[src/pkg/uart_de_irq_consts.vh]
// register offsets, field positions and reset values for the uart block
`ifndef UART_DE_IRQ_CONSTS_VH
`define UART_DE_IRQ_CONSTS_VH
`define ADDR_TXD        4'h0
`define ADDR_RXD        4'h1
`define ADDR_STAT0      4'h2
`define ADDR_CTL0       4'h3
`define ADDR_CTL1       4'h4
`define ADDR_BRG        4'h5
`define ADDR_STAT1      4'h6
// control 0 fields
`define CTL0_TXEN       0
`define CTL0_RXEN       1
`define CTL0_PAREN      2
`define CTL0_STOP2      3
// control 1 fields
`define CTL1_MULTIPROCESSOR_ENABLE       0
`define CTL1_MPMD       1
`define CTL1_DRIVE_ENABLE_POLARITY      2
`define CTL1_RDAIRQ_DIS 3
`define CTL1_BRGIRQ_EN  4
// status 0 fields
`define ST0_RDA         0
`define ST0_PE          1
`define ST0_OE          2
`define ST0_FE          3
`define ST0_BREAK_DETECTED        4
`define ST0_TX_HOLDING_EMPTY        5
`define ST0_TXE         6
`define ST0_MPRX        7
// reset values and bus response codes
`define CTL0_RST        4'h0
`define CTL1_RST        5'h00
`define BRG_RST         16'h0004
`define ZERO32          32'h0000_0000
`define RESP_OKAY       2'b00
`define RESP_SLVERR     2'b10
`endif

[src/rtl/uart_driver_enable_and_irq.v]
// uart transmitter with driver enable, interrupt sources and receive overrun handling
`timescale 1ns/10ps
`include "uart_de_irq_consts.vh"

// Overview of operation
// - drive enable covers whole frame, parity and stop bits, active high by default
// - writing transmit data asserts drive enable
// - drive enable leads start bit by between one and two bit periods
// - drive enable drops one clock after the last stop bit
// - back to back characters keep drive enable asserted between them
// - polarity bit in control 1 inverts drive enable level
// - separate transmitter and receiver interrupt outputs
// - with transmitter and receiver off the baud generator acts as a timer interrupt
// - holding-empty flag and tx interrupt set once the first bit is shifted
// - writing transmit data clears holding-empty flag
// - rx interrupt on data, break, overrun or framing error; data source maskable
// - data interrupt after a full character lands in receive data, or after the read that shows an overrun
// - multiprocessor mode gates data interrupts by mode and last address byte
// - overrun keeps the valid byte in receive data
// - overrun and break status hidden until the valid byte is read
// - after that read overrun shows and data-available sets, byte invalid
// - break flag tells whether the overrun came from a break
// - a second receive data read clears the error bits
// - receive data reloads only when the next complete word arrives
module uart_driver_enable_and_irq #(
  parameter ADDR_W = 4
)(
  input  wire        aclk,
  input  wire        aresetn,
  input  wire [31:0] s_axi_awaddr,
  input  wire        s_axi_awvalid,
  output reg         s_axi_awready,
  input  wire [31:0] s_axi_wdata,
  input  wire [3:0]  s_axi_wstrb,
  input  wire        s_axi_wvalid,
  output reg         s_axi_wready,
  output reg  [1:0]  s_axi_bresp,
  output reg         s_axi_bvalid,
  input  wire        s_axi_bready,
  input  wire [31:0] s_axi_araddr,
  input  wire        s_axi_arvalid,
  output reg         s_axi_arready,
  output reg  [31:0] s_axi_rdata,
  output reg  [1:0]  s_axi_rresp,
  output reg         s_axi_rvalid,
  input  wire        s_axi_rready,
  input  wire        rxd,
  output reg         txd,
  output reg         transceiver_drive_enable,
  output reg         tx_irq,
  output reg         rx_irq
);

  // register state
  reg  [3:0]  ctl0;
  reg  [4:0]  ctl1;
  reg  [15:0] brg;
  reg  [7:0]  tx_hold;
  reg         tx_holding_empty;
  reg  [7:0]  rx_data;
  reg         rx_data_available;
  reg         parity_err;
  reg         frame_err;
  reg         overrun_pend;
  reg         break_pend;
  reg         overrun_shown;
  reg         break_detected;
  reg         mp_addr_rx;
  reg         mp_match;
  reg  [7:0]  mp_addr;

  // write channel capture
  reg         aw_got;
  reg         w_got;
  reg  [ADDR_W-1:0] waddr;
  reg  [31:0] wdata;
  reg         wstrb0;
  wire        wdata_lane0 = wstrb0;
  wire        wr_fire = aw_got & w_got & ~s_axi_bvalid;
  wire        wr_txd  = wr_fire & (waddr == `ADDR_TXD) & wdata_lane0;
  wire        rd_fire = s_axi_arvalid & s_axi_arready;
  wire [ADDR_W-1:0] raddr = s_axi_araddr[ADDR_W+1:2];
  wire        rd_rxd  = rd_fire & (raddr == `ADDR_RXD);
  wire        multiprocessor_enable = ctl1[`CTL1_MULTIPROCESSOR_ENABLE];
  wire        drive_enable_polarity = ctl1[`CTL1_DRIVE_ENABLE_POLARITY];
  wire        w_mapped = (waddr <= `ADDR_BRG) && (waddr != `ADDR_RXD)
                         && (waddr != `ADDR_STAT0);

  // axi write address and data, taken in either order
  always @(posedge aclk)
  begin
    if (!aresetn)
    begin
      aw_got        <= 1'b0;
      w_got         <= 1'b0;
      waddr         <= {ADDR_W{1'b0}};
      wdata         <= `ZERO32;
      wstrb0        <= 1'b0;
      s_axi_awready <= 1'b1;
      s_axi_wready  <= 1'b1;
      s_axi_bvalid  <= 1'b0;
      s_axi_bresp   <= `RESP_OKAY;
    end
    else
    begin
      if (s_axi_awvalid && s_axi_awready)
      begin
        aw_got        <= 1'b1;
        waddr         <= s_axi_awaddr[ADDR_W+1:2];
        s_axi_awready <= 1'b0;
      end
      if (s_axi_wvalid && s_axi_wready)
      begin
        w_got        <= 1'b1;
        wdata        <= s_axi_wdata;
        wstrb0       <= s_axi_wstrb[0];
        s_axi_wready <= 1'b0;
      end
      if (wr_fire)
      begin
        aw_got       <= 1'b0;
        w_got        <= 1'b0;
        s_axi_bvalid <= 1'b1;
        s_axi_bresp  <= w_mapped ? `RESP_OKAY : `RESP_SLVERR;
      end
      if (s_axi_bvalid && s_axi_bready)
      begin
        s_axi_bvalid  <= 1'b0;
        s_axi_awready <= 1'b1;
        s_axi_wready  <= 1'b1;
      end
    end
  end

  // control registers
  always @(posedge aclk)
  begin
    if (!aresetn)
    begin
      ctl0 <= `CTL0_RST;
      ctl1 <= `CTL1_RST;
      brg  <= `BRG_RST;
    end
    else if (wr_fire && wstrb0)
    begin
      if (waddr == `ADDR_CTL0)
        ctl0 <= wdata[3:0];
      if (waddr == `ADDR_CTL1)
        ctl1 <= wdata[4:0];
      if (waddr == `ADDR_BRG)
        brg  <= wdata[15:0];
    end
  end

  // baud tick, sixteen per bit; free running also serves as timer
  reg  [15:0] brg_cnt;
  reg         bit_tick;
  reg         brg_tick;
  reg  [3:0]  os_cnt;
  always @(posedge aclk)
  begin
    if (!aresetn)
    begin
      brg_cnt  <= 16'h0000;
      brg_tick <= 1'b0;
      os_cnt   <= 4'h0;
      bit_tick <= 1'b0;
    end
    else
    begin
      brg_tick <= 1'b0;
      bit_tick <= 1'b0;
      if (brg_cnt >= brg - 16'h0001)
      begin
        brg_cnt  <= 16'h0000;
        brg_tick <= 1'b1;
        os_cnt   <= os_cnt + 4'h1;
        bit_tick <= (os_cnt == 4'hf);
      end
      else
        brg_cnt <= brg_cnt + 16'h0001;
    end
  end

  // transmitter: lead bit with drive enable, then start, data, parity, stops
  localparam TX_IDLE  = 5'b00001;
  localparam TX_LEAD  = 5'b00010;
  localparam TX_START = 5'b00100;
  localparam TX_DATA  = 5'b01000;
  localparam TX_STOP  = 5'b10000;
  reg  [4:0]  tx_state;
  reg  [7:0]  tx_shift;
  reg  [2:0]  tx_bit;
  reg         tx_par;
  reg         tx_parbit;
  reg  [1:0]  tx_stops;
  reg         de_act;
  reg         tx_lead_seen;
  always @(posedge aclk)
  begin
    if (!aresetn)
    begin
      tx_state         <= TX_IDLE;
      tx_shift         <= 8'h00;
      tx_bit           <= 3'h0;
      tx_par           <= 1'b0;
      tx_parbit        <= 1'b0;
      tx_stops         <= 2'h0;
      tx_hold          <= 8'h00;
      tx_holding_empty <= 1'b1;
      txd              <= 1'b1;
      de_act           <= 1'b0;
      tx_lead_seen     <= 1'b0;
    end
    else
    begin
      if (wr_txd)
      begin
        tx_hold          <= wdata[7:0];
        tx_holding_empty <= 1'b0;
      end
      case (tx_state)
        TX_IDLE:
        begin
          de_act       <= 1'b0;
          tx_lead_seen <= 1'b0;
          if (!tx_holding_empty && ctl0[`CTL0_TXEN])
          begin
            de_act   <= 1'b1;
            tx_state <= TX_LEAD;
          end
        end
        TX_LEAD:
          if (bit_tick)
          begin
            // first tick aligns, second closes one full bit of lead
            tx_lead_seen <= 1'b1;
            if (tx_lead_seen)
            begin
              tx_shift <= tx_hold;
              txd      <= 1'b0;
              tx_state <= TX_START;
            end
          end
        TX_START:
          if (bit_tick)
          begin
            txd      <= tx_shift[0];
            tx_par   <= tx_shift[0];
            tx_shift <= {1'b0, tx_shift[7:1]};
            tx_bit   <= 3'h0;
            if (!wr_txd)
              tx_holding_empty <= 1'b1;
            tx_state <= TX_DATA;
          end
        TX_DATA:
          if (bit_tick)
          begin
            if (tx_bit == 3'h7)
            begin
              if (ctl0[`CTL0_PAREN] && !tx_parbit)
              begin
                txd       <= tx_par;
                tx_parbit <= 1'b1;
              end
              else
              begin
                txd       <= 1'b1;
                tx_parbit <= 1'b0;
                tx_stops  <= ctl0[`CTL0_STOP2] ? 2'h2 : 2'h1;
                tx_state  <= TX_STOP;
              end
            end
            else
            begin
              txd      <= tx_shift[0];
              tx_par   <= tx_par ^ tx_shift[0];
              tx_shift <= {1'b0, tx_shift[7:1]};
              tx_bit   <= tx_bit + 3'h1;
            end
          end
        TX_STOP:
          if (bit_tick)
          begin
            if (tx_stops == 2'h2)
              tx_stops <= 2'h1;
            else if (!tx_holding_empty || wr_txd)
            begin
              tx_shift         <= wr_txd ? wdata[7:0] : tx_hold;
              txd              <= 1'b0;
              tx_state         <= TX_START;
            end
            else
            begin
              de_act   <= 1'b0;
              tx_state <= TX_IDLE;
            end
          end
        default:
          tx_state <= TX_IDLE;
      endcase
    end
  end

  // drive enable output with polarity select
  always @(posedge aclk)
  begin
    if (!aresetn)
      transceiver_drive_enable <= 1'b0;
    else
      transceiver_drive_enable <= de_act ^ drive_enable_polarity;
  end

  // receive pin synchroniser: three stages, change once last two agree
  reg  [2:0]  rx_sync;
  reg         rx_in;
  always @(posedge aclk)
  begin
    if (!aresetn)
    begin
      rx_sync <= 3'b111;
      rx_in   <= 1'b1;
    end
    else
    begin
      rx_sync <= {rx_sync[1:0], rxd};
      if (rx_sync[1] == rx_sync[2])
        rx_in <= rx_sync[2];
    end
  end

  // receiver: sample mid bit, then deliver or flag overrun
  reg         rx_busy;
  reg  [3:0]  rx_os;
  reg  [3:0]  rx_bit;
  reg  [9:0]  rx_sh;
  reg         rx_done;
  reg         rx_prev;
  always @(posedge aclk)
  begin
    if (!aresetn)
    begin
      rx_prev <= 1'b1;
      rx_busy <= 1'b0;
      rx_os   <= 4'h0;
      rx_bit  <= 4'h0;
      rx_sh   <= 10'h000;
      rx_done <= 1'b0;
    end
    else
    begin
      rx_done <= 1'b0;
      rx_prev <= rx_in;
      // start only on a falling edge, so a low stop bit cannot restart
      if (!rx_busy)
      begin
        if (rx_prev && !rx_in && ctl0[`CTL0_RXEN])
        begin
          rx_busy <= 1'b1;
          rx_os   <= 4'h0;
          rx_bit  <= 4'h0;
        end
      end
      else if (brg_tick)
      begin
        rx_os <= rx_os + 4'h1;
        if (rx_os == 4'h7)
        begin
          rx_sh  <= {rx_in, rx_sh[9:1]};
          rx_bit <= rx_bit + 4'h1;
          if (rx_bit == (ctl0[`CTL0_PAREN] ? 4'ha : 4'h9))
          begin
            rx_busy <= 1'b0;
            rx_done <= 1'b1;
          end
        end
      end
    end
  end

  // received frame fields
  wire [7:0] fr_data  = ctl0[`CTL0_PAREN] ? rx_sh[7:0] : rx_sh[8:1];
  wire       fr_par   = rx_sh[8];
  wire       fr_stop  = rx_sh[9];
  wire       fr_brk   = (fr_data == 8'h00) && !fr_stop;
  wire       fr_perr  = ctl0[`CTL0_PAREN] && ((^fr_data) != fr_par);
  wire       fr_is_addr = multiprocessor_enable && fr_perr;
  wire       fr_keep  = !multiprocessor_enable || fr_is_addr || mp_match
                        || !ctl1[`CTL1_MPMD];

  // receive data and status sequencing
  always @(posedge aclk)
  begin
    if (!aresetn)
    begin
      rx_data           <= 8'h00;
      rx_data_available <= 1'b0;
      parity_err        <= 1'b0;
      frame_err         <= 1'b0;
      overrun_pend      <= 1'b0;
      break_pend        <= 1'b0;
      overrun_shown     <= 1'b0;
      break_detected    <= 1'b0;
      mp_addr_rx        <= 1'b0;
      mp_match          <= 1'b0;
      mp_addr           <= 8'h00;
    end
    else
    begin
      if (rd_rxd)
      begin
        rx_data_available <= 1'b0;
        parity_err        <= 1'b0;                               // read consumes the errors
        frame_err         <= 1'b0;
        if (overrun_shown)
        begin
          overrun_shown  <= 1'b0;
          break_detected <= 1'b0;
        end
        else if (overrun_pend)
        begin
          overrun_shown     <= 1'b1;
          break_detected    <= break_pend;
          rx_data_available <= 1'b1;
          overrun_pend      <= 1'b0;
          break_pend        <= 1'b0;
        end
      end
      if (rx_done && fr_keep)
      begin
        if (rx_data_available && !rd_rxd || overrun_shown)
        begin
          overrun_pend <= 1'b1;
          if (fr_brk)
            break_pend <= 1'b1;
        end
        else
        begin
          rx_data           <= fr_data;
          rx_data_available <= 1'b1;
          parity_err        <= fr_perr & !multiprocessor_enable;
          frame_err         <= !fr_stop;
          mp_addr_rx        <= fr_is_addr;
          if (fr_is_addr)
          begin
            mp_addr  <= fr_data;
            mp_match <= 1'b1;
          end
        end
      end
    end
  end

  // interrupt outputs
  always @(posedge aclk)
  begin
    if (!aresetn)
    begin
      tx_irq <= 1'b0;
      rx_irq <= 1'b0;
    end
    else
    begin
      tx_irq <= (ctl0[`CTL0_TXEN] & tx_holding_empty)
                | (~ctl0[`CTL0_TXEN] & ~ctl0[`CTL0_RXEN]
                   & ctl1[`CTL1_BRGIRQ_EN] & brg_tick);
      rx_irq <= (rx_data_available & ~ctl1[`CTL1_RDAIRQ_DIS]
                 & (~multiprocessor_enable | mp_match))
                | overrun_shown | break_detected | frame_err;
    end
  end

  // read channel
  reg  [31:0] rd_mux;
  always @*
  begin
    rd_mux = `ZERO32;
    case (raddr)
      `ADDR_TXD:   rd_mux = {24'h000000, tx_hold};
      `ADDR_RXD:   rd_mux = {24'h000000, rx_data};
      `ADDR_STAT0: rd_mux = {24'h000000, mp_addr_rx, ~de_act, tx_holding_empty,
                             break_detected, frame_err, overrun_shown,
                             parity_err, rx_data_available};
      `ADDR_CTL0:  rd_mux = {28'h0000000, ctl0};
      `ADDR_CTL1:  rd_mux = {27'h0000000, ctl1};
      `ADDR_BRG:   rd_mux = {16'h0000, brg};
      `ADDR_STAT1: rd_mux = {24'h000000, mp_addr};
      default:     rd_mux = `ZERO32;
    endcase
  end

  always @(posedge aclk)
  begin
    if (!aresetn)
    begin
      s_axi_arready <= 1'b1;
      s_axi_rvalid  <= 1'b0;
      s_axi_rdata   <= `ZERO32;
      s_axi_rresp   <= `RESP_OKAY;
    end
    else if (rd_fire)
    begin
      s_axi_arready <= 1'b0;
      s_axi_rvalid  <= 1'b1;
      s_axi_rdata   <= rd_mux;
      s_axi_rresp   <= (raddr <= `ADDR_STAT1) ? `RESP_OKAY : `RESP_SLVERR;
    end
    else if (s_axi_rvalid && s_axi_rready)
    begin
      s_axi_rvalid  <= 1'b0;
      s_axi_arready <= 1'b1;
    end
  end

endmodule

[config.mk]
export PLATFORM = sky130hd
export DESIGN_NAME = uart_driver_enable_and_irq
export DESIGN_NICKNAME = d
export VERILOG_FILES = /design/src/rtl/uart_driver_enable_and_irq.v
export VERILOG_INCLUDE_DIRS = /design/src /design/src/pkg
export SDC_FILE = /design/constraint.sdc
export NUM_CORES = 1
export LEC_CHECK = 0
export ABC_AREA = 0
export ABC_CLOCK_PERIOD_IN_PS = 4600
export BUFFER_PORTS_ARGS = -buffer_cell sky130_fd_sc_hd__buf_2
export CORE_ASPECT_RATIO = 0.75
export CORE_MARGIN = 1.5
export CORE_UTILIZATION = 55
export DETAILED_ROUTE_END_ITERATION = 8
export PLACE_DENSITY = 0.79
export SLEW_MARGIN = 20
export SYNTH_ARGS = -nofsm -noshare
export SYNTH_HDL_FRONTEND = slang
export SYNTH_SLANG_ARGS = --single-unit
[constraint.sdc]
create_clock -name aclk -period 4.6 [get_ports aclk]
set_input_delay 0.23 -clock aclk [delete_from_list [all_inputs] [get_ports aclk]]
set_output_delay 0.23 -clock aclk [all_outputs]
set_load 0.1 [all_outputs]
==> results.json, run 1 <==
{
  "ios": 153,
  "cell_area_after_layout_sq_mm": 0.00926,
  "worst_hold_path_type": "input port to register",
  "post_cts_resized": 0,
  "first_global_vias": 6281,
  "holdPathStages": 3,
  "report.final.slew_viol_count": 0,
  "setup_viol_count_final": 0,
  "gp_congestion": 0.810,
  "grt.overflow.total": 0,
  "areaGrowthSynthToFinish_pct": 10.5,
  "insertion_delay_ps": 440,
  "max_cap_viol_count": 0,
  "cts_made_buffers": 17,
  "fp.dieW_um": 146,
  "post_synth_instance_area_sq_mm": 0.00838,
  "clock_sink_count": 178,
  "cts.root.buffer_cell": "sky130_fd_sc_hd__clkbuf_16",
  "drt_first_iter_violations": 529,
  "cell_count_after_placement": 1171,
  "clk_transition_reported_paths_ps": 70,
  "path_max_fanout": 16,
  "power_per_cell_area_mw_per_mm2": 383,
  "critical_path_buffers_and_inverters": 0,
  "crit_cells": 12,
  "syn_avg_cell_area_sq_um": 8.72,
  "cp.required_ps": 4910,
  "ctsHoldBuffers": 2,
  "clock_tree_buffer_depth": 2,
  "cp_cell_sequence": "or3_1, nor3_1, nand2b_1, nand2b_1, nor3_1, xnor2_1, ha_1, nand4_1, o311ai_0, a211o_1, or2_1, nor2_1",
  "max_freq_mhz": 262,
  "finClkSkew_ps": 7.54,
  "leading_register_cell_type_out_of_synthesis": "sky130_fd_sc_hd__dfxtp_1",
  "hold_ws_ps": 22.3,
  "initial_utilization_pct": 57.1,
  "finish.utilization_pct": 63.0,
  "cp.arrival_ps": 4120,
  "layoutNonFillerInstCount": 1204,
  "num_antenna_cells": 0,
  "regToRegStartpoint": "brg[2]$_SDFFE_PN1P_",
  "critPathTopFamily": "simple AND/OR/NAND/NOR gates",
  "cts_tree": "built",
  "post_synthesis_register_bit_count": 178,
  "hp-start": "s_axi_wdata[15]",
  "fp.dieH_um": 110,
  "static-leakage-power_uw": 0.00367,
  "timing_worst_slew_pin_value_ps": 1110,
  "filler_cell_count": 1278,
  "detail_route.first_pass.iterations": 8,
  "unrepaired_setup_endpoints_after_global_routing": "no",
  "async_reset_ff_share_pct": 0,
  "route.detailed.wl_per_inst_um": 16.0,
  "detailroute.via_count": 6881,
  "setup.worst_path.class": "register to register",
  "post-route-min-period_ps": 3810,
  "setup.reg_to_reg.worst_slack_ps": 790,
  "period_share_pct": 82.9,
  "run_status": "finished, final reports clean",
  "cts_post_setup_buffers_inserted": 0,
  "slew_limit_headroom_pct": 26.1,
  "core-area_sq_mm": 0.0147,
  "count_of_buffers_inserted_at_the_top_level_ports": 59,
  "worstSetupStartpointType": "register",
  "grt_util_all_layers_pct": 24.6,
  "crit_path_start": "brg[2]$_SDFFE_PN1P_",
  "grt_start_max_net_pins": 62,
  "drt_drc_violations_left": 0,
  "dieArea_sq_mm": 0.0160,
  "drt-vias-per-instance": 5.72,
  "cpPeakStageDelay_ps": 530,
  "final_antenna_net_count": 0,
  "finalHoldViolations": 0,
  "reg2regPathDepth": 12,
  "synth_warnings": 0,
  "htree_levels": 4,
  "core.rowCount": 38,
  "critical_path.slowest_cell": "sky130_fd_sc_hd__or2_1",
  "synth.distinct_cells": 78,
  "postRouteWirelength_mm": 19.3,
  "first_pass_grt_wire_length_mm": 31.2,
  "dpl-instance-area_sq_mm": 0.00864,
  "dp.final_hpwl_mm": 13.1,
  "antenna_found_initial": 0,
  "vdd_ir_drop_max_v": 0.000265,
  "num-nets-final": 1127,
  "number_of_enable_type_register_cells_in_the_synthesized_netlist": 0,
  "timing.critical_path.to_type": "register",
  "ys_seq_area_share_pct": 42.5,
  "total_negative_setup_slacks_ps": 0,
  "synthCells": 961,
  "drive_gt1_share_pct": 12.8
}
-- per-stage QoR --
step                total power (uW)  setup WS (ps)
CTS                             3550            762
finish                          3550            787
global route                    3670            498
floorplan                       2010           1410
detailed placement              2090            864
global placement                2070           1030
-- placed cells by master, fill, tap and decap left out, types with 18 or more instances in the layout --
cell,count
sky130_fd_sc_hd__nand2b_1,21
sky130_fd_sc_hd__xnor2_1,21
sky130_fd_sc_hd__mux2i_1,49
sky130_fd_sc_hd__ha_1,27
sky130_fd_sc_hd__conb_1,18
sky130_fd_sc_hd__nand2_1,120
sky130_fd_sc_hd__a22oi_1,22
sky130_fd_sc_hd__a21oi_1,80
sky130_fd_sc_hd__dfxtp_1,178
sky130_fd_sc_hd__o21ai_0,30
sky130_fd_sc_hd__nor2_1,117
sky130_fd_sc_hd__buf_2,59
sky130_fd_sc_hd__nand3_1,41
-- registers in the layout, indices dropped and copies added, names as in the netlist, 2 cells and up --
name	cells
brg	16
tx_bit	3
s_axi_rdata	16
rx_sync	3
tx_stops	2
ctl1	5
mp_addr	8
os_cnt	4
tx_hold	8
tx_state	5
ctl0	4
tx_shift	8
waddr	4
rx_sh	10
rx_os	4
rx_bit	4
rx_data	8
brg_cnt	16
wdata	16
-- cell type report --
cell class	instances	area, sq um	share of cell area [%]
inverters	15	58.8	0.635
flip-flops and latches	178	3560	38.5
clock inverters	12	146	1.58
clock buffers	19	453	4.89
well taps	200	250	2.70
multi-input cells	716	4450	48.1
repair buffers	64	338	3.65
-- logic make-up (layout without fill, tap and decap cells) --
group,after synthesis,after routing,synth area share (%)
flops,178,178,42.5
compound gates,196,196,15.3
xor+xnor,39,39,4.24
mux,53,53,6.43
fa+ha+maj,27,27,4.03
buf+inv,84,110,5.16
simple gates,383,383,22.3
other cells,1,18,0.0447
-- routing by layer --
metal / up-vias / global-route usage [%] / part of all wire (%) / routed length (um)
met4: 0 / 9.04 / 1.5 / 292
met3: 30 / 4.61 / 5.0 / 962
li1: 3404 / - / - / -
met2: 191 / 39.9 / 46 / 8880
met1: 3256 / 33.1 / 48 / 9170
met5: - / 0 / 0 / 0
-- synth_stat cells, types with 4 or more instances --
cell type | number | share of area (%)
sky130_fd_sc_hd__and2_1 | 5 | 0.37
sky130_fd_sc_hd__a31oi_1 | 4 | 0.30
sky130_fd_sc_hd__a21oi_1 | 80 | 4.8
sky130_fd_sc_hd__nand2_1 | 120 | 5.4
sky130_fd_sc_hd__mux2i_1 | 49 | 5.9
sky130_fd_sc_hd__a211oi_1 | 9 | 0.81
sky130_fd_sc_hd__a22oi_1 | 22 | 2.0
sky130_fd_sc_hd__buf_2 | 4 | 0.24
sky130_fd_sc_hd__a221oi_1 | 9 | 0.94
sky130_fd_sc_hd__nor2b_1 | 6 | 0.45
sky130_fd_sc_hd__ha_1 | 27 | 4.0
sky130_fd_sc_hd__nor3_1 | 7 | 0.42
sky130_fd_sc_hd__nand2b_1 | 21 | 1.6
sky130_fd_sc_hd__nand4_1 | 11 | 0.82
sky130_fd_sc_hd__and3_1 | 6 | 0.45
sky130_fd_sc_hd__nand3_1 | 41 | 2.4
sky130_fd_sc_hd__xor2_1 | 17 | 1.8
sky130_fd_sc_hd__inv_1 | 15 | 0.67
sky130_fd_sc_hd__buf_1 | 4 | 0.18
sky130_fd_sc_hd__nor4_1 | 4 | 0.30
sky130_fd_sc_hd__clkbuf_1 | 36 | 1.6
sky130_fd_sc_hd__dfxtp_1 | 178 | 43
sky130_fd_sc_hd__buf_4 | 21 | 1.9
sky130_fd_sc_hd__o21ai_0 | 30 | 1.8
sky130_fd_sc_hd__nor2_1 | 117 | 5.2
sky130_fd_sc_hd__nor3b_1 | 5 | 0.45
sky130_fd_sc_hd__o31ai_2 | 9 | 1.3
sky130_fd_sc_hd__and2b_1 | 7 | 0.63
sky130_fd_sc_hd__xnor2_1 | 21 | 2.2
sky130_fd_sc_hd__o22ai_1 | 5 | 0.37
-- worst register-to-register path: cells and delay by family, from the launching register on --
family	cells	cell delay, ps
flip-flops	1	370
adder cells (fa/ha/maj)	1	310
AO/OA/AOI/OAI	2	820
XOR/XNOR	1	110
AND/OR/NAND/NOR	8	2070
-- where the power goes --
group          leakage (uW)  total (uW)  internal (uW)  switching, uW
clock              0.000285        1480            838            644
combinational       0.00194         417            114            303
sequential          0.00144        1650           1590           60.4
-- worst paths after layout --
kind | to
hold reg to reg | rx_sync[1]$_SDFF_PN1_
setup reg to reg | brg_cnt[14]$_SDFF_PP0_
hold / removal | wdata[15]$_SDFFE_PN0P_
setup / recovery | brg_cnt[14]$_SDFF_PP0_
Note: power is estimated with default switching activity, not from simulation.
==> inputs of run 2 (changes only) <==
Settings changed: ABC_CLOCK_PERIOD_IN_PS 4600 to 3300, CORE_UTILIZATION 55 to 51, PLACE_DENSITY 0.79 to 0.77.
Clock period 4.6 ns to 3.3 ns, I/O delays scaled along.
==> results.json, run 2 (synthesized netlist as in run 1, its figures left out) <==
{
  "run_status": "finished, final reports clean",
  "postRouteWirelength_mm": 19.7,
  "setup.worst_path.class": "register to register",
  "finalHoldViolations": 0,
  "filler_cell_count": 1360,
  "r2r_end": "bit_tick$_SDFF_PN0_",
  "ios": 153,
  "cp.arrival_ps": 3480,
  "static-leakage-power_uw": 0.00387,
  "route.met3.wl_um": 948,
  "count_of_buffers_inserted_at_the_top_level_ports": 59,
  "total_negative_setup_slacks_ps": 0,
  "grt_util_all_layers_pct": 23.6,
  "dieArea_sq_mm": 0.0172,
  "setup.reg_to_reg.worst_slack_ps": 160,
  "first_global_vias": 6420,
  "period_share_pct": 95.1,
  "max_cap_viol_count": 0,
  "gp_congestion": 0.821,
  "core-area_sq_mm": 0.0161,
  "worst_hold_path_type": "input port to register",
  "worstSetupStartpointType": "register",
  "wl_met2_mm": 9.01,
  "clock_sink_count": 178,
  "dp.final_hpwl_mm": 12.9,
  "drt-vias-per-instance": 5.56,
  "insertion_delay_ps": 440,
  "slew_limit_headroom_pct": 38.4,
  "drt_first_iter_violations": 438,
  "vdd_ir_drop_max_v": 0.000424,
  "detail_route.first_pass.iterations": 5,
  "route.detailed.wl_per_inst_um": 15.7,
  "power_per_cell_area_mw_per_mm2": 527,
  "report.final.slew_viol_count": 0,
  "clock_tree_buffer_depth": 2,
  "first_pass_grt_wire_length_mm": 31.8,
  "multi_input_comb_area_sq_mm": 0.00447,
  "drt_drc_violations_left": 0,
  "final_common_cell": "sky130_fd_sc_hd__dfxtp_1",
  "cts_made_buffers": 17,
  "num_antenna_cells": 0,
  "htree_levels": 4,
  "fp.dieW_um": 151,
  "core.rowCount": 40,
  "cp.required_ps": 3640,
  "drive_gt1_share_pct": 14.1,
  "layout.area.seq_sq_mm": 0.00356,
  "setup_viol_count_final": 0,
  "most-common-layout-cells": "sky130_fd_sc_hd__dfxtp_1 (178), sky130_fd_sc_hd__nand2_1 (120), sky130_fd_sc_hd__nor2_1 (117)",
  "max_freq_mhz": 319,
  "areaGrowthSynthToFinish_pct": 15.5,
  "cts.root.buffer_cell": "sky130_fd_sc_hd__clkbuf_16",
  "hold-path-endpoint": "s_axi_wready$_SDFFE_PP1P_",
  "initial_utilization_pct": 52.2,
  "finClkSkew_ps": 7.34,
  "timing_worst_slew_pin_value_ps": 916,
  "antenna_found_initial": 1,
  "uppermost_routed_layer": "met5",
  "grt_start_max_net_pins": 78,
  "detailroute.via_count": 6965,
  "fin_total_pwr_uw": 5100,
  "clk_transition_reported_paths_ps": 70,
  "post-route-min-period_ps": 3140,
  "cts_tree": "built",
  "wl_met1_mm": 9.37,
  "regToRegStartpoint": "brg[2]$_SDFFE_PN1P_",
  "unrepaired_setup_endpoints_after_global_routing": "no",
  "reg2regPathDepth": 14,
  "num-nets-final": 1165,
  "path_max_fanout": 5,
  "hp-start": "s_axi_bready",
  "holdPathStages": 3,
  "grt.overflow.total": 0,
  "fp.dieH_um": 114,
  "timing.critical_path.to_type": "register",
  "cts_post_setup_buffers_inserted": 0,
  "final_antenna_net_count": 0
}
## run 2: cell count changes in the layout (fill, tap and decap cells not counted), moves of 2 or more
| cell | delta |
|---|---|
| sky130_fd_sc_hd__clkbuf_8 | -2 |
| sky130_fd_sc_hd__buf_4 | +14 |
| sky130_fd_sc_hd__clkinv_2 | +2 |
| sky130_fd_sc_hd__inv_6 | -2 |
| sky130_fd_sc_hd__clkinvlp_4 | -2 |
| sky130_fd_sc_hd__dlygate4sd3_1 | +23 |
| sky130_fd_sc_hd__bufinv_16 | +2 |
## run 2: power breakdown
group	switching, uW	leakage, uW	internal [uW]
sequential	82.8	0.00144	2210
combinational	420	0.00212	198
clock	906	0.000309	1280
## run 2: final cells by class
| class | instances | area share (%) |
|---|---|---|
| clock buffer | 18 | 4.43 |
| tap | 210 | 2.71 |
| clock inverter | 14 | 2.11 |
| multi-input combinational | 716 | 46.2 |
| timing repair buffer | 102 | 7.16 |
| sequential | 178 | 36.8 |
| inverter | 15 | 0.608 |
## run 2: worst max path at each step
stage,from,endpoint,cells after the start
5_1_grt,brg[4]$_SDFFE_PN0P_,bit_tick$_SDFF_PN0_,14
6_report,brg[2]$_SDFFE_PN1P_,bit_tick$_SDFF_PN0_,14
3_5_place_dp,brg[2]$_SDFFE_PN1P_,bit_tick$_SDFF_PN0_,14
3_3_place_gp,brg[2]$_SDFFE_PN1P_,bit_tick$_SDFF_PN0_,14
4_1_cts,brg[2]$_SDFFE_PN1P_,bit_tick$_SDFF_PN0_,14
2_1_floorplan,brg[2]$_SDFFE_PN1P_,brg_cnt[10]$_SDFF_PP0_,13
## run 2: worst max-delay path: stages (launching register included)
cell,delay (ps)
sky130_fd_sc_hd__dfxtp_1,310
sky130_fd_sc_hd__or3_1,420
sky130_fd_sc_hd__nor3_2,190
sky130_fd_sc_hd__nand2b_1,130
sky130_fd_sc_hd__nand2b_1,200
sky130_fd_sc_hd__nor3_1,190
sky130_fd_sc_hd__xnor2_1,160
sky130_fd_sc_hd__ha_1,270
sky130_fd_sc_hd__a21o_1,180
sky130_fd_sc_hd__nand3_1,80
sky130_fd_sc_hd__o311ai_1,100
sky130_fd_sc_hd__a211o_1,290
sky130_fd_sc_hd__buf_4,170
sky130_fd_sc_hd__and2_1,160
sky130_fd_sc_hd__and4_1,180
## run 2: repair_timing
| action | 4_1_cts | 5_1_grt |
|---|---|---|
| hold endpoints to repair | 25 | 0 |
| hold buffers | 25 | 0 |
| gates resized for setup | 0 | 5 |
| endpoints found under the setup margin | 0 | 22 |
## run 2: layer usage
layer / GRT usage, % / up-vias
li1: - / 3483
met1: 32.0 / 3270
met5: 0 / -
met4: 7.12 / 2
met3: 5.56 / 27
met2: 37.4 / 183
## run 2: stage by stage
| stage | util [%] | area, sq um | setup slack [ps] | hold slack [ps] | std cells |
|---|---|---|---|---|---|
| global route | 60.2 | 9680 | 0.0628 | 83.2 | 1253 |
| global placement | 54.6 | 8780 | 145 | 344 | 1196 |
| floorplan | - | 8450 | 109 | 265 | 978 |
| detailed placement | 54.6 | 8780 | 56.4 | 350 | 1196 |
| CTS | 60.1 | 9660 | 35.0 | 8.97 | 1253 |
| finish | 60.2 | 9680 | 163 | 18.7 | 1253 |
==> inputs of run 3 (changes only) <==
Settings changed: CORE_ASPECT_RATIO 0.75 to unset.
==> results.json, run 3 (synthesized netlist as in run 1, its figures left out) <==
{
  "cts_tree": "built",
  "timing.critical_path.to_type": "register",
  "critical_path.slowest_cell": "sky130_fd_sc_hd__or3_1",
  "gp_congestion": 0.842,
  "hold_ws_ps": 13.5,
  "power_frac_comb_pct": 12.5,
  "setup.reg_to_reg.worst_slack_ps": 230,
  "final_common_cell": "sky130_fd_sc_hd__dfxtp_1",
  "clock_sink_count": 178,
  "setup_viol_count_final": 0,
  "fp.dieH_um": 131,
  "drt_first_iter_violations": 475,
  "critical_path_buffers_and_inverters": 1,
  "postRouteWirelength_mm": 19.7,
  "proportion_of_power_drawn_by_flip_flops_and_latches_pct": 46.7,
  "cts_post_setup_buffers_inserted": 0,
  "worst_hold_path_type": "input port to register",
  "most-common-layout-cells": "sky130_fd_sc_hd__dfxtp_1 (178), sky130_fd_sc_hd__nand2_1 (120), sky130_fd_sc_hd__nor2_1 (116)",
  "detail_route.first_pass.iterations": 5,
  "cp_cell_sequence": "or3_1, nor3_2, nand2b_1, nand2b_4, nor3_2, xnor2_1, ha_1, a21o_1, nand3_1, o311ai_1, a211o_1, buf_4, and2_1, and4_1",
  "insertion_delay_ps": 430,
  "grt_util_all_layers_pct": 23.4,
  "post-route-min-period_ps": 3070,
  "period_share_pct": 93.1,
  "slew_limit_headroom_pct": 37.2,
  "layout.area.seq_sq_mm": 0.00356,
  "grt.overflow.total": 0,
  "path_max_fanout": 5,
  "initial_utilization_pct": 52.6,
  "drt_drc_violations_left": 0,
  "cell_count_after_placement": 1202,
  "clk_transition_reported_paths_ps": 60,
  "total_negative_setup_slacks_ps": 0,
  "filler_cell_count": 1353,
  "clock_tree_buffer_depth": 2,
  "cpPeakStageDelay_ps": 410,
  "drive_gt1_share_pct": 14.3,
  "cp.arrival_ps": 3400,
  "ios": 153,
  "count_of_buffers_inserted_at_the_top_level_ports": 59,
  "cp.required_ps": 3620,
  "report.final.slew_viol_count": 0,
  "final_antenna_net_count": 0,
  "detailroute.via_count": 7031,
  "power_per_cell_area_mw_per_mm2": 510,
  "critical-path-top-cell-by-count": "sky130_fd_sc_hd__nor3_2",
  "grt_start_max_net_pins": 64,
  "antenna_found_initial": 2,
  "htree_levels": 4,
  "switching_share_pct": 26.9,
  "route.detailed.wl_per_inst_um": 15.7,
  "static-leakage-power_uw": 0.00384,
  "p_int_uw": 3590,
  "max_cap_viol_count": 0,
  "run_status": "finished, final reports clean",
  "core.rowCount": 46,
  "max_freq_mhz": 325,
  "dieArea_sq_mm": 0.0172,
  "power.clock.fraction_pct": 40.7,
  "core-area_sq_mm": 0.0159,
  "worstSetupStartpointType": "register",
  "multi_input_comb_area_sq_mm": 0.00449,
  "finalHoldViolations": 0,
  "fp.dieW_um": 131,
  "drt-vias-per-instance": 5.60,
  "finClkSkew_ps": 6.76,
  "cts_made_buffers": 17,
  "timing_worst_slew_pin_value_ps": 935,
  "first_global_vias": 6838,
  "setup.worst_path.class": "register to register",
  "critPathTopFamily": "simple AND/OR/NAND/NOR gates",
  "unrepaired_setup_endpoints_after_global_routing": "no",
  "cts.root.buffer_cell": "sky130_fd_sc_hd__clkbuf_16",
  "vdd_ir_drop_max_v": 0.000393,
  "first_pass_grt_wire_length_mm": 32.8,
  "layoutNonFillerInstCount": 1256,
  "power.net_switching_uw": 1320,
  "areaGrowthSynthToFinish_pct": 14.9,
  "dp.final_hpwl_mm": 13.2,
  "num-nets-final": 1163
}
==> run 3: cell count changes in the layout (fill, tap and decap cells not counted), moves of 2 or more <==
cell / before / now
sky130_fd_sc_hd__inv_8: 2 / 0
sky130_fd_sc_hd__diode_2: 0 / 2
sky130_fd_sc_hd__dlygate4sd3_1: 25 / 23
sky130_fd_sc_hd__clkinv_4: 3 / 1
==> run 3: path summary, 6_finish.rpt <==
path	startpoint	endpoint	cells past startpoint
max reg2reg	brg[2]$_SDFFE_PN1P_	bit_tick$_SDFF_PN0_	14
max	brg[2]$_SDFFE_PN1P_	bit_tick$_SDFF_PN0_	14
min reg2reg	rx_sync[0]$_SDFF_PN1_	rx_sync[1]$_SDFF_PN1_	1
min	s_axi_rready	s_axi_rvalid$_SDFFE_PN0P_	3
==> run 3: worst register-to-register path, cell delays in order, from the launching register on <==
cell and delay [ps]:
sky130_fd_sc_hd__dfxtp_1 300, sky130_fd_sc_hd__or3_1 410, sky130_fd_sc_hd__nor3_2 230, sky130_fd_sc_hd__nand2b_1 130, sky130_fd_sc_hd__nand2b_4 180, sky130_fd_sc_hd__nor3_2 120, sky130_fd_sc_hd__xnor2_1 160, sky130_fd_sc_hd__ha_1 270
sky130_fd_sc_hd__a21o_1 180, sky130_fd_sc_hd__nand3_1 70, sky130_fd_sc_hd__o311ai_1 90, sky130_fd_sc_hd__a211o_1 300, sky130_fd_sc_hd__buf_4 170, sky130_fd_sc_hd__and2_1 160, sky130_fd_sc_hd__and4_1 190
==> run 3: power by group through the flow <==
| stage | sequential [uW] | combinational, uW | clock, uW |
|---|---|---|---|
| final | 2300 | 616 | 2000 |
| after global routing | 2310 | 669 | 2120 |
| after CTS | 2290 | 610 | 2030 |
| after detailed placement | 2340 | 585 | 0 |
| after global placement | 2340 | 573 | 0 |
| after floorplan | 2360 | 437 | 0 |
==> run 3: metal layers <==
| metal | vias up | part of all wire, % | track usage (%) |
|---|---|---|---|
| li1 | 3468 | - | - |
| met1 | 3344 | 44 | 28.1 |
| met2 | 184 | 49 | 39.8 |
| met3 | 35 | 4.6 | 5.67 |
| met4 | 0 | 2.3 | 10.2 |
| met5 | - | 0 | 0 |
==> run 3: final cells by class <==
class | instances | area share (%)
sequential | 178 | 37.0
clock inverter | 10 | 1.43
inverter | 15 | 0.610
tap | 216 | 2.81
timing repair buffer | 100 | 6.99
clock buffer | 19 | 4.49
multi-input combinational | 716 | 46.6
antenna | 2 | 0.0519
==> run 3: per-stage QoR <==
| stage | util, % | power [uW] | instance area, sq um | worst slack, ps |
|---|---|---|---|---|
| 3_3_place_gp | 55.1 | 2910 | 8780 | 163 |
| 4_1_cts | 60.1 | 4930 | 9590 | 110 |
| 2_1_floorplan | - | 2800 | 8450 | 109 |
| 5_1_grt | 60.4 | 5090 | 9630 | 50.9 |
| 6_report | 60.4 | 4910 | 9630 | 227 |
| 3_5_place_dp | 55.1 | 2930 | 8780 | 123 |
==> run 3: timing repair <==
| action | CTS | global route |
|---|---|---|
| endpoints found under the setup margin | 0 | 21 |
| endpoints found under the hold margin | 23 | 0 |
| resized for setup | 0 | 9 |
| hold buffers | 23 | 0 |
